$ cat src/pkg/rfc_map.svh
`ifndef RFC_MAP_SVH
`define RFC_MAP_SVH
// ----------------------------------------------------------------------
// register indices (byte address is four times the index)
// ----------------------------------------------------------------------
`define RFC_IDX_CTL      16'h53a0
`define RFC_IDX_TRG      16'h53a2
`define RFC_IDX_MCL      16'h53a4
`define RFC_IDX_MCH      16'h53a6
`define RFC_IDX_TCL      16'h53a8
`define RFC_IDX_TCH      16'h53aa
`define RFC_IDX_IMSK     16'h53ac
`define RFC_IDX_IFLG     16'h53ae
`define RFC_IDX_CKCTL    16'h53b0
// ----------------------------------------------------------------------
// field positions
// ----------------------------------------------------------------------
`define CONVERTER_CONTROL_CONT     7
`define CONVERTER_CONTROL_EVT      6
`define CONVERTER_CONTROL_MODE_LO  4
`define CONVERTER_CONTROL_CONVERSION_CHANNEL_SEL    1
`define CONVERTER_CONTROL_EN       0
`define OSCILLATION_TRIGGER_SENB     2
`define OSCILLATION_TRIGGER_SENA     1
`define OSCILLATION_TRIGGER_REF      0
`define RFC_FLG_TCOV     4
`define RFC_FLG_MCOV     3
`define RFC_FLG_SENB     2
`define RFC_FLG_SENA     1
`define RFC_FLG_REF      0
`define RFC_CK_DIV_LO    2
`define RFC_CK_SRC       1
`define RFC_CK_GATE      0
// ----------------------------------------------------------------------
// reset values and counter limits
// ----------------------------------------------------------------------
`define RFC_CKCTL_RST    4'h2
`define RFC_CNT_MAX      24'hffffff
`define RFC_CNT_ONE      24'h000001
`endif

$ cat src/pkg/rfc_pkg.sv
package rfc_pkg;
  // sensor oscillation modes
  typedef enum logic [1:0] {
    RFC_DC_RES = 2'h0,
    RFC_AC_RES = 2'h1,
    RFC_DC_CAP = 2'h2,
    RFC_MODE_RSVD = 2'h3
  } rfc_mode_type;

  // oscillation sequencer states
  typedef enum logic [1:0] {
    ST_IDLE,
    ST_REF,
    ST_SENA,
    ST_SENB
  } rfc_state_type;

  // per-channel controls toward the oscillator front end
  typedef struct packed {
    logic         refOn;
    logic         sensAOn;
    logic         sensBOn;
    rfc_mode_type sensorMode;
    logic         continuous;
    logic         eventMode;
  } rfc_chan_ctl_type;
endpackage : rfc_pkg

$ cat src/verilog/rfc_conv_ctrl.sv
// Behaviour
// - source select: 1 slow oscillator, 0 fast
// - clock gate resets off; 1 feeds clock
// - continuous bit disables automatic stops
// - event mode counts external pin clock
// - mode field: DC res, AC res, DC cap
// - channel select routes mode bits, triggers
// - converter disabled ignores trigger writes
// - triggers start on 1, stop on 0
// - sensor B blocked in modes 1, 2
// - measurement counter as low, high words
// - time base counter as low, high words
// - five interrupt enables, reset disabled
// - sensor stops at time base zero, overflow
// - flags set on cause, write-one clears
// - one shared masked interrupt line
// - fast clock divided by 1,2,4,8
//
// Added by the designer: register access over Avalon-MM.
`timescale 1ns/1ns
`default_nettype none
`include "rfc_map.svh"
module rfc_conv_ctrl (
  // clock and reset
  input  wire logic                         clk,
  input  wire logic                         srst,
  input  wire logic                         ce,
  // avalon-mm slave
  input  wire logic [17:0]                  avs_address,
  input  wire logic                         avs_read,
  input  wire logic                         avs_write,
  input  wire logic [31:0]                  avs_writedata,
  input  wire logic [3:0]                   avs_byteenable,
  output logic      [31:0]                  avs_readdata,
  output logic                              avs_waitrequest,
  // clocks and oscillator inputs
  input  wire logic                         lowSpeedOscillator,
  input  wire logic [1:0]                   crOscillation,
  input  wire logic [1:0]                   oscillatorInputPin,
  // oscillator controls and interrupt
  output rfc_pkg::rfc_chan_ctl_type [1:0]   chanCtl,
  output logic                              irqRequest
);
  // -----------------------------------------------------------------
  // state
  // -----------------------------------------------------------------
  logic                  done_r, done_nxt;
  logic [31:0]           rdata_r, rdata_nxt;
  logic                  convEn_r, convEn_nxt;
  logic                  chanSel_r, chanSel_nxt;
  logic [3:0]            ctlHi_r [2];
  logic [3:0]            ctlHi_nxt [2];
  logic [3:0]            ckCtl_r, ckCtl_nxt;
  logic [2:0]            trg_r, trg_nxt;
  logic [23:0]           mc_r, mc_nxt;
  logic [23:0]           tc_r, tc_nxt;
  logic [4:0]            mask_r, mask_nxt;
  logic [4:0]            flag_r, flag_nxt;
  logic                  pinPrev_r, pinPrev_nxt;
  rfc_pkg::rfc_state_type state_r, state_nxt;

  logic                  tick;
  logic [15:0]           regIdx;
  logic [15:0]           wmask;
  logic [15:0]           wd;
  logic                  wrHit;
  logic [3:0]            curHi;
  logic                  countIn;
  logic                  oscEdge;
  logic                  mcWrap;
  logic                  tcWrap;
  logic                  tcZero;
  logic [4:0]            ev;
  logic                  stopNow;

  // -----------------------------------------------------------------
  // time base clock
  // -----------------------------------------------------------------
  rfc_tick_gen u_tick (
    .clk                 (clk),
    .srst                (srst),
    .ce                  (ce),
    .countClockGate      (ckCtl_r[`RFC_CK_GATE]),
    .countClockSourceSel (ckCtl_r[`RFC_CK_SRC]),
    .fastClockDividerSel (ckCtl_r[`RFC_CK_DIV_LO +: 2]),
    .lowSpeedOscillator  (lowSpeedOscillator),
    .timeBaseTick        (tick)
  );

  // bus decode and handshake, one wait cycle per access
  assign regIdx          = avs_address[17:2];
  assign wmask           = {{8{avs_byteenable[1]}}, {8{avs_byteenable[0]}}};
  assign wd              = avs_writedata[15:0] & wmask;
  assign wrHit           = avs_write & done_r;
  assign avs_waitrequest = (avs_read | avs_write) & ~done_r;
  assign avs_readdata    = rdata_r;

  // selected channel view
  assign curHi   = ctlHi_r[chanSel_r];
  assign countIn = curHi[`CONVERTER_CONTROL_EVT - 4] ? oscillatorInputPin[chanSel_r]
                                           : crOscillation[chanSel_r];
  assign oscEdge = countIn & ~pinPrev_r & (state_r != rfc_pkg::ST_IDLE);
  assign irqRequest = |(flag_r & mask_r);

  // -----------------------------------------------------------------
  // per-channel outputs
  // -----------------------------------------------------------------
  genvar ch;
  generate
    for (ch = 0; ch < 2; ch++) begin : g_chan
      always_comb begin
        chanCtl[ch].refOn      = (chanSel_r == 1'(ch)) & (state_r == rfc_pkg::ST_REF);
        chanCtl[ch].sensAOn    = (chanSel_r == 1'(ch)) & (state_r == rfc_pkg::ST_SENA);
        chanCtl[ch].sensBOn    = (chanSel_r == 1'(ch)) & (state_r == rfc_pkg::ST_SENB);
        chanCtl[ch].sensorMode = rfc_pkg::rfc_mode_type'(ctlHi_r[ch][1:0]);
        chanCtl[ch].continuous = ctlHi_r[ch][`CONVERTER_CONTROL_CONT - 4];
        chanCtl[ch].eventMode  = ctlHi_r[ch][`CONVERTER_CONTROL_EVT - 4];
      end
    end
  endgenerate

  // -----------------------------------------------------------------
  // sequencer, counters and flags
  // -----------------------------------------------------------------
  always_comb begin
    state_nxt   = state_r;
    trg_nxt     = trg_r;
    mc_nxt      = mc_r;
    tc_nxt      = tc_r;
    ev          = 5'h00;
    stopNow     = 1'b0;
    pinPrev_nxt = countIn;
    mcWrap      = oscEdge & (mc_r == `RFC_CNT_MAX);
    tcWrap      = 1'b0;
    tcZero      = 1'b0;
    // measurement counter counts oscillation edges up
    if (oscEdge) begin
      mc_nxt = 24'(mc_r + `RFC_CNT_ONE);
    end
    // time base counts up for reference, down for sensors
    if (tick && state_r == rfc_pkg::ST_REF) begin
      tcWrap = (tc_r == `RFC_CNT_MAX);
      tc_nxt = 24'(tc_r + `RFC_CNT_ONE);
    end else if (tick && state_r != rfc_pkg::ST_IDLE) begin
      tcZero = (tc_r <= `RFC_CNT_ONE);
      tc_nxt = tcZero ? 24'h000000 : 24'(tc_r - `RFC_CNT_ONE);
    end
    // automatic stop conditions, skipped in continuous mode
    if (!curHi[`CONVERTER_CONTROL_CONT - 4]) begin
      case (state_r)
        rfc_pkg::ST_REF: begin
          ev[`RFC_FLG_REF]  = mcWrap;
          ev[`RFC_FLG_TCOV] = tcWrap & ~mcWrap;
        end
        rfc_pkg::ST_SENA: begin
          ev[`RFC_FLG_SENA] = tcZero;
          ev[`RFC_FLG_MCOV] = mcWrap & ~tcZero;
        end
        rfc_pkg::ST_SENB: begin
          ev[`RFC_FLG_SENB] = tcZero;
          ev[`RFC_FLG_MCOV] = mcWrap & ~tcZero;
        end
        default: begin
          ev = 5'h00;
        end
      endcase
      stopNow = |ev;
    end
    // start and stop follow the trigger bits on count clock ticks
    case (state_r)
      rfc_pkg::ST_IDLE: begin
        if (tick && trg_r[`OSCILLATION_TRIGGER_REF]) begin
          state_nxt = rfc_pkg::ST_REF;
        end else if (tick && trg_r[`OSCILLATION_TRIGGER_SENA]) begin
          state_nxt = rfc_pkg::ST_SENA;
        end else if (tick && trg_r[`OSCILLATION_TRIGGER_SENB]) begin
          state_nxt = rfc_pkg::ST_SENB;
        end
      end
      rfc_pkg::ST_REF: begin
        if (stopNow || (tick && !trg_r[`OSCILLATION_TRIGGER_REF])) begin
          state_nxt = rfc_pkg::ST_IDLE;
        end
      end
      rfc_pkg::ST_SENA: begin
        if (stopNow || (tick && !trg_r[`OSCILLATION_TRIGGER_SENA])) begin
          state_nxt = rfc_pkg::ST_IDLE;
        end
      end
      rfc_pkg::ST_SENB: begin
        if (stopNow || (tick && !trg_r[`OSCILLATION_TRIGGER_SENB])) begin
          state_nxt = rfc_pkg::ST_IDLE;
        end
      end
      default: begin
        state_nxt = rfc_pkg::ST_IDLE;
      end
    endcase
    if (stopNow) begin
      trg_nxt = 3'h0;
    end
    // software writes to triggers and counters win over counting
    if (wrHit && regIdx == `RFC_IDX_TRG && avs_byteenable[0] && convEn_r) begin
      trg_nxt = wd[2:0];
      if (curHi[1:0] == rfc_pkg::RFC_AC_RES || curHi[1:0] == rfc_pkg::RFC_DC_CAP) begin
        trg_nxt[`OSCILLATION_TRIGGER_SENB] = 1'b0;
      end
    end
    if (wrHit && regIdx == `RFC_IDX_MCL) begin
      mc_nxt[15:0] = (mc_r[15:0] & ~wmask) | wd;
    end
    if (wrHit && regIdx == `RFC_IDX_MCH) begin
      mc_nxt[23:16] = (mc_r[23:16] & ~wmask[7:0]) | wd[7:0];
    end
    if (wrHit && regIdx == `RFC_IDX_TCL) begin
      tc_nxt[15:0] = (tc_r[15:0] & ~wmask) | wd;
    end
    if (wrHit && regIdx == `RFC_IDX_TCH) begin
      tc_nxt[23:16] = (tc_r[23:16] & ~wmask[7:0]) | wd[7:0];
    end
    // write-one clears, a new event in the same cycle wins
    flag_nxt = flag_r;
    if (wrHit && regIdx == `RFC_IDX_IFLG) begin
      flag_nxt = flag_r & ~wd[4:0];
    end
    flag_nxt = flag_nxt | ev;
  end

  // -----------------------------------------------------------------
  // configuration registers
  // -----------------------------------------------------------------
  always_comb begin
    convEn_nxt  = convEn_r;
    chanSel_nxt = chanSel_r;
    ctlHi_nxt   = ctlHi_r;
    ckCtl_nxt   = ckCtl_r;
    mask_nxt    = mask_r;
    if (wrHit && regIdx == `RFC_IDX_CTL && avs_byteenable[0]) begin
      convEn_nxt = avs_writedata[`CONVERTER_CONTROL_EN];
      chanSel_nxt = avs_writedata[`CONVERTER_CONTROL_CONVERSION_CHANNEL_SEL];
      ctlHi_nxt[avs_writedata[`CONVERTER_CONTROL_CONVERSION_CHANNEL_SEL]] = avs_writedata[7:4];
    end
    if (wrHit && regIdx == `RFC_IDX_CKCTL && avs_byteenable[0]) begin
      ckCtl_nxt = avs_writedata[3:0];
    end
    if (wrHit && regIdx == `RFC_IDX_IMSK && avs_byteenable[0]) begin
      mask_nxt = avs_writedata[4:0];
    end
  end

  // -----------------------------------------------------------------
  // bus handshake and read mux
  // -----------------------------------------------------------------
  always_comb begin
    done_nxt  = (avs_read | avs_write) & ~done_r;
    rdata_nxt = rdata_r;
    if (avs_read && !done_r) begin
      case (regIdx)
        `RFC_IDX_CTL:   rdata_nxt = {24'h000000, curHi, 2'h0, chanSel_r, convEn_r};
        `RFC_IDX_TRG:   rdata_nxt = {29'h0, trg_r};
        `RFC_IDX_MCL:   rdata_nxt = {16'h0000, mc_r[15:0]};
        `RFC_IDX_MCH:   rdata_nxt = {24'h000000, mc_r[23:16]};
        `RFC_IDX_TCL:   rdata_nxt = {16'h0000, tc_r[15:0]};
        `RFC_IDX_TCH:   rdata_nxt = {24'h000000, tc_r[23:16]};
        `RFC_IDX_IMSK:  rdata_nxt = {27'h0, mask_r};
        `RFC_IDX_IFLG:  rdata_nxt = {27'h0, flag_r};
        `RFC_IDX_CKCTL: rdata_nxt = {28'h0, ckCtl_r};
        default:        rdata_nxt = 32'h00000000;
      endcase
    end
  end

  // -----------------------------------------------------------------
  // registers
  // -----------------------------------------------------------------
  always_ff @(posedge clk) begin
    if (srst) begin
      done_r     <= 1'b0;
      rdata_r    <= 32'h00000000;
      convEn_r   <= 1'b0;
      chanSel_r  <= 1'b0;
      ctlHi_r[0] <= 4'h0;
      ctlHi_r[1] <= 4'h0;
      ckCtl_r    <= `RFC_CKCTL_RST;
      trg_r      <= 3'h0;
      mc_r       <= 24'h000000;
      tc_r       <= 24'h000000;
      mask_r     <= 5'h00;
      flag_r     <= 5'h00;
      pinPrev_r  <= 1'b0;
      state_r    <= rfc_pkg::ST_IDLE;
    end else if (ce) begin
      done_r     <= done_nxt;
      rdata_r    <= rdata_nxt;
      convEn_r   <= convEn_nxt;
      chanSel_r  <= chanSel_nxt;
      ctlHi_r    <= ctlHi_nxt;
      ckCtl_r    <= ckCtl_nxt;
      trg_r      <= trg_nxt;
      mc_r       <= mc_nxt;
      tc_r       <= tc_nxt;
      mask_r     <= mask_nxt;
      flag_r     <= flag_nxt;
      pinPrev_r  <= pinPrev_nxt;
      state_r    <= state_nxt;
    end
  end
endmodule : rfc_conv_ctrl
`default_nettype wire

$ cat src/verilog/rfc_tick_gen.sv
`timescale 1ns/1ns
`default_nettype none
module rfc_tick_gen (
  // clock and reset
  input  wire logic       clk,
  input  wire logic       srst,
  input  wire logic       ce,
  // count clock setup
  input  wire logic       countClockGate,
  input  wire logic       countClockSourceSel,
  input  wire logic [1:0] fastClockDividerSel,
  input  wire logic       lowSpeedOscillator,
  // time base clock tick
  output logic            timeBaseTick
);
  logic [2:0] divCnt_r, divCnt_nxt;
  logic       slowPrev_r, slowPrev_nxt;
  logic [2:0] divMask;

  // -----------------------------------------------------------------
  // divider and slow edge detect
  // -----------------------------------------------------------------
  always_comb begin
    divMask      = 3'(({1'b0, 3'h0} + 4'((4'h1 << fastClockDividerSel) - 4'h1)));
    slowPrev_nxt = lowSpeedOscillator;
    divCnt_nxt   = countClockGate ? 3'(divCnt_r + 3'h1) : 3'h0;
    if (countClockSourceSel) begin
      timeBaseTick = countClockGate & lowSpeedOscillator & ~slowPrev_r;
    end else begin
      timeBaseTick = countClockGate & ((divCnt_r & divMask) == divMask);
    end
    if (!ce) begin
      timeBaseTick = 1'b0;
    end
  end

  // registers
  always_ff @(posedge clk) begin
    if (srst) begin
      divCnt_r   <= 3'h0;
      slowPrev_r <= 1'b0;
    end else if (ce) begin
      divCnt_r   <= divCnt_nxt;
      slowPrev_r <= slowPrev_nxt;
    end
  end
endmodule : rfc_tick_gen
`default_nettype wire
$ cat config.mk
export PLATFORM = sky130hd
export DESIGN_NAME = rfc_conv_ctrl
export DESIGN_NICKNAME = d
export VERILOG_FILES = /design/src/pkg/rfc_pkg.sv /design/src/verilog/rfc_conv_ctrl.sv /design/src/verilog/rfc_tick_gen.sv
export VERILOG_INCLUDE_DIRS = /design/src /design/src/pkg
export SDC_FILE = /design/constraint.sdc
export NUM_CORES = 1
export LEC_CHECK = 0
export BUFFER_PORTS_ARGS = -buffer_cell sky130_fd_sc_hd__buf_2
export CORE_MARGIN = 5
export CORE_UTILIZATION = 40
export CTS_CLUSTER_SIZE = 28
export DETAILED_ROUTE_END_ITERATION = 12
export PLACE_DENSITY = 0.67
export SLEW_MARGIN = 20
export SYNTH_ARGS = -nofsm -noshare
export SYNTH_HDL_FRONTEND = slang
export SYNTH_SLANG_ARGS = --single-unit
$ cat constraint.sdc
create_clock -name clk -period 6.45 [get_ports clk]
set_input_delay 0.645 -clock clk [delete_from_list [all_inputs] [get_ports clk]]
set_output_delay 0.645 -clock clk [all_outputs]
set_load 0.05 [all_outputs]
After elaboration in Yosys (flattened, before gate mapping)
Index checks and enable logic that the tools add are counted.

storage, ports and cells
  input bits = 64
  word-level logic and storage cells = 192
  register bits after elaboration = 115
  output and inout port bits = 48

cells by class
  reductions and logical operators = 52
  mux-type cells = 49
  bitwise operators = 41
  $add $sub $neg = 5
  $lt $le $gt $ge = 5
  eq/ne operators = 21
  shifts and indexed selects = 1

operators by type and width
  cell                                                                                number
  16-bit by 15-bit equality test with 1-bit output (second input constant)            9
  16-bit one-hot mux with 9 select lines                                              1
  24-bit 2-to-1 mux                                                                   4
  24-bit by 1-bit adder with 24-bit output (second input constant)                    2
  16-bit AND                                                                          3
  24-bit equality test (second input constant)                                        2
  16-bit 2-to-1 mux                                                                   2
  16-bit OR                                                                           2
  24-bit by 1-bit less-or-equal comparator with 1-bit output (second input constant)  1
  1-bit logical AND                                                                   24
  24-bit by 1-bit subtractor with 24-bit output (second input constant)               1
  1-bit 2-to-1 mux                                                                    22
  2-bit AND reduction                                                                 9
  1-bit AND                                                                           16
  8-bit AND                                                                           2
  4-bit 2-to-1 mux                                                                    4
  8-bit 2-to-1 mux                                                                    2
  16-bit NOT                                                                          1
  8-bit OR                                                                            2
  2-bit 2-to-1 mux                                                                    6
  5-bit AND                                                                           2
  5-bit 2-to-1 mux                                                                    2
  5-bit OR reduction                                                                  2
  3-bit 2-to-1 mux                                                                    3
  other kinds (28)                                                                    50

Longest topological paths before layout
  depth after elaboration = 19
  mapped depth = 11
  gate-level depth less buffers = 9

Cells and area by module
A second synthesis with hierarchy kept.

second synthesis, totals
  cell total of the unflattened synthesis = 978
  area total of the unflattened synthesis = 7,260.7 sq um

modules (own cells, without submodules)
  module         cells an instance  area an instance (sq um)  instances
  rfc_conv_ctrl  952                7,044.3                   1
  rfc_tick_gen   26                 216.5                     1

Least setup slack after synthesis
No wires, ideal clock.

  path type = input-to-reg
  start = input port avs_address[8]
  end = register (tool-made name)
  buffers on the path = 1
  data required time = 6.318 ns
  slack = 3.985 ns
  stages = 8
  arrival = 2.334 ns
  cells stage by stage = nand4bb_1 -> or3_1 -> nor3_4 -> nand2_1 -> a21o_1 -> buf_2 -> a211oi_1 -> nor3_1

RTL lines
  element          line                 text
  start, declared  rfc_conv_ctrl.sv:29  input wire logic [17:0] avs_address,

==> results.tsv <==
metric	value	unit
Arr. time, crit path	3.56	ns
Tmin final	3.31	ns
postcts setup bufs	0	
Synth Register Bits	99	
syn avg cell area	7.41	um^2
Die ar.	20500	um^2
total clock buffers created by CTS	9	
1st-pass router iterations	8	
worst min-delay path category	reg -> reg	
Post-synth EDFFs	0	
Detail Placement HPWL	18400	um
Critical path buffers and inverters	3	
Max Clk Rate	0.302	GHz
n_diodes	0	
largest net degree at the start of global routing	76	
grt total ovfl	0	
worst hold path cell count	2	
TNS Setup	0	ns
placed cell count	1192	
Initial Util	0.408	
post-layout util	0.446	
RSZ-0062 raised after global routing	no	
Worst Reg-to-Reg Cells	7	
worst path cell trace	buf_2, buf_4, clkinv_1, nand2_1, nor4_1, a32oi_1, o21ai_1	
Worst Tran Pin Value	1.04	ns
CTS Sinks	99	
DR vias	7809	
CP max FO	75	
H-tree depth	3	
Via density	6.46	
CORE AREA	17400	um^2
post-CTS resize count	0	
Die Wd	143	um
Synth cell types	86	
Worst path top cell family by delay	buffers and inverters	
final hold violation count	0	
Crit path depth	7	
top post-synthesis cells by area	dfxtp_1, nor2_1, nand2_1	
area share of the largest cell type after synthesis	0.280	
fillers	1762	
Finished Layout Cells	1208	
Placer Congestion	0.981	
Cells after Synth	956	
maximum VDD drop	136	uV
Netlist Area Pre-Place	7090	um^2
status	complete, no violations	
CP Capture Type	flop	
WL/cell	21.1	um
Nets	1047	
Ports	112	
share of cells above drive strength 1	0.135	
Tot GR Track Use	0.244	
Rel. slew slack	0.306	
max-slew violations	0	
Worst Setup Path Type	in -> reg	
Final setup viols	0	
standard-cell row count	48	
Seq/Total Area, Yosys	0.280	
yosys warns	0	
first-pass GRT wire length	39500	um
CTS Buffer Depth	2	
Die Y	143	um
leak pwr	2.79	nW
cell taking the most area after synthesis	dfxtp_1	
I/O Buffers	75	
FFs w/ async S/R, synth	0	
# hold bufs at CTS	0	
vias in the first global route	6902	
CTS clk-pin slew, worst paths	0.08	ns
Final period util	0.513	
crit start category	input port	
PwrDens	169	nW/um^2
ys flop type	dfxtp_1	
residual DRC count	0	
worst path required time	6.70	ns
WL final	25400	um
number of antenna violations at the first check in global routing	0	
clk_skew	0.00864	ns
CTS tree	yes	
DR iter-0 viols	1076	
clock root cell	clkbuf_16	
worst skew pair latency	0.36	ns
area grow syn2layout	9.25	%
Slowest cell on crit path	clkinv_1	
MaxCap Viol Count	0	
crit-path max cell delay	0.82	ns
Routed Antenna Nets	0	
[cells in the mapped netlist, types with 14 or more instances]
cell,count
a21oi_1,63
a22oi_1,20
a31oi_1,14
and3_1,14
buf_4,18
clkbuf_1,49
dfxtp_1,99
mux2i_1,29
nand2_1,93
nand3_1,43
nand4_1,25
nor2_1,108
nor3_1,57
nor4_1,15
o21ai_0,37
or3_1,14
[layout by cell type, fill, tap and decap left out, types with 7 or more instances in the layout]
cell type | Yosys | layout
or3_1 | 14 | 14
a21oi_1 | 63 | 63
o22ai_1 | 8 | 8
a22oi_1 | 20 | 20
nand3b_1 | 10 | 10
buf_2 | 11 | 75
xnor2_1 | 10 | 10
and3_1 | 14 | 14
nand2_1 | 93 | 93
a221oi_1 | 8 | 8
a32oi_1 | 11 | 11
a31oi_1 | 14 | 14
dfxtp_1 | 99 | 99
nand4_1 | 25 | 25
conb_1 | 1 | 16
a21o_1 | 7 | 7
mux2i_1 | 29 | 29
a211oi_1 | 11 | 11
nor4_1 | 15 | 15
o21ai_0 | 37 | 37
nor2_1 | 108 | 108
inv_1 | 13 | 13
nand2b_1 | 7 | 7
nand3_1 | 43 | 43
o31ai_1 | 8 | 8
nor3_1 | 57 | 57
clkbuf_16 | 0 | 9
a222oi_1 | 7 | 7
[kinds of logic (layout without fill, tap and decap cells)]
logic type               Yosys count  in the layout  share of synthesized area
AO/OA/AOI/OAI                    259            259                      0.250
adder cells (fa/ha/maj)            5              5                    0.00883
flip-flops                        99             99                      0.280
AND/OR/NAND/NOR                  443            443                      0.325
multiplexers                      34             34                     0.0494
other                              1             16                   0.000529
XOR/XNOR                          16             16                     0.0198
buffers and inverters             99            111                     0.0660
[through the flow]
| stage | setup slack [ns] | cell area [um^2] | hold slack [ns] | power, mW |
|---|---|---|---|---|
| detailed placement | 2.89 | 7430 | 0.444 | 0.735 |
| CTS | 3.26 | 7730 | 0.454 | 1.31 |
| floorplan | 3.98 | 7140 | 0.451 | 0.703 |
| finish | 3.14 | 7740 | 0.454 | 1.31 |
| global route | 2.98 | 7740 | 0.498 | 1.35 |
| global placement | 2.88 | 7430 | 0.447 | 0.735 |
[metal layers]
metal | GRT usage | routed length (um) | up-vias
met2 | 0.376 | 11500 | 468
met5 | 0 | 0 | -
met3 | 0.0311 | 2170 | 62
li1 | - | - | 3614
met4 | 0.0915 | 842 | 0
met1 | 0.347 | 10900 | 3665
[power breakdown]
group	internal [mW]	switching [mW]	leakage [nW]	total (mW)
combinational	0.0236	0.0875	1.84	0.111
clock	0.309	0.276	0.153	0.585
sequential	0.612	0.000951	0.798	0.613
[final timing paths]
path,to,start,slack (ns)
worst max register to register,trg_r[2]$_SDFFE_PP0P_,chanSel_r$_SDFFE_PP0P_,3.25
worst min-delay path,avs_readdata[7]$_SDFFE_PP0P_,avs_readdata[7]$_SDFFE_PP0P_,0.45
worst min register to register,avs_readdata[7]$_SDFFE_PP0P_,avs_readdata[7]$_SDFFE_PP0P_,0.45
worst max-delay path,flop,srst,3.14
[worst reg2reg max path: stages (launching register included)]
cell and delay (ns):
dfxtp_1 0.75, mux2i_1 0.42, mux2_4 0.37, or3_1 0.46, nor3_2 0.48, a211oi_1 0.15
o31a_1 0.30, a21o_1 0.19
[area by class of cell]
cell class | count | area [um^2] | share of cell area
Sequential cell | 99 | 1980 | 0.256
Inverter | 14 | 52.6 | 0.00679
Timing Repair Buffer | 81 | 420 | 0.0543
Multi-Input combinational cell | 773 | 4700 | 0.607
Tap cell | 225 | 282 | 0.0364
Clock buffer | 9 | 225 | 0.0291
Clock inverter | 7 | 81.3 | 0.0105
(Power assumes the default switching activity.)
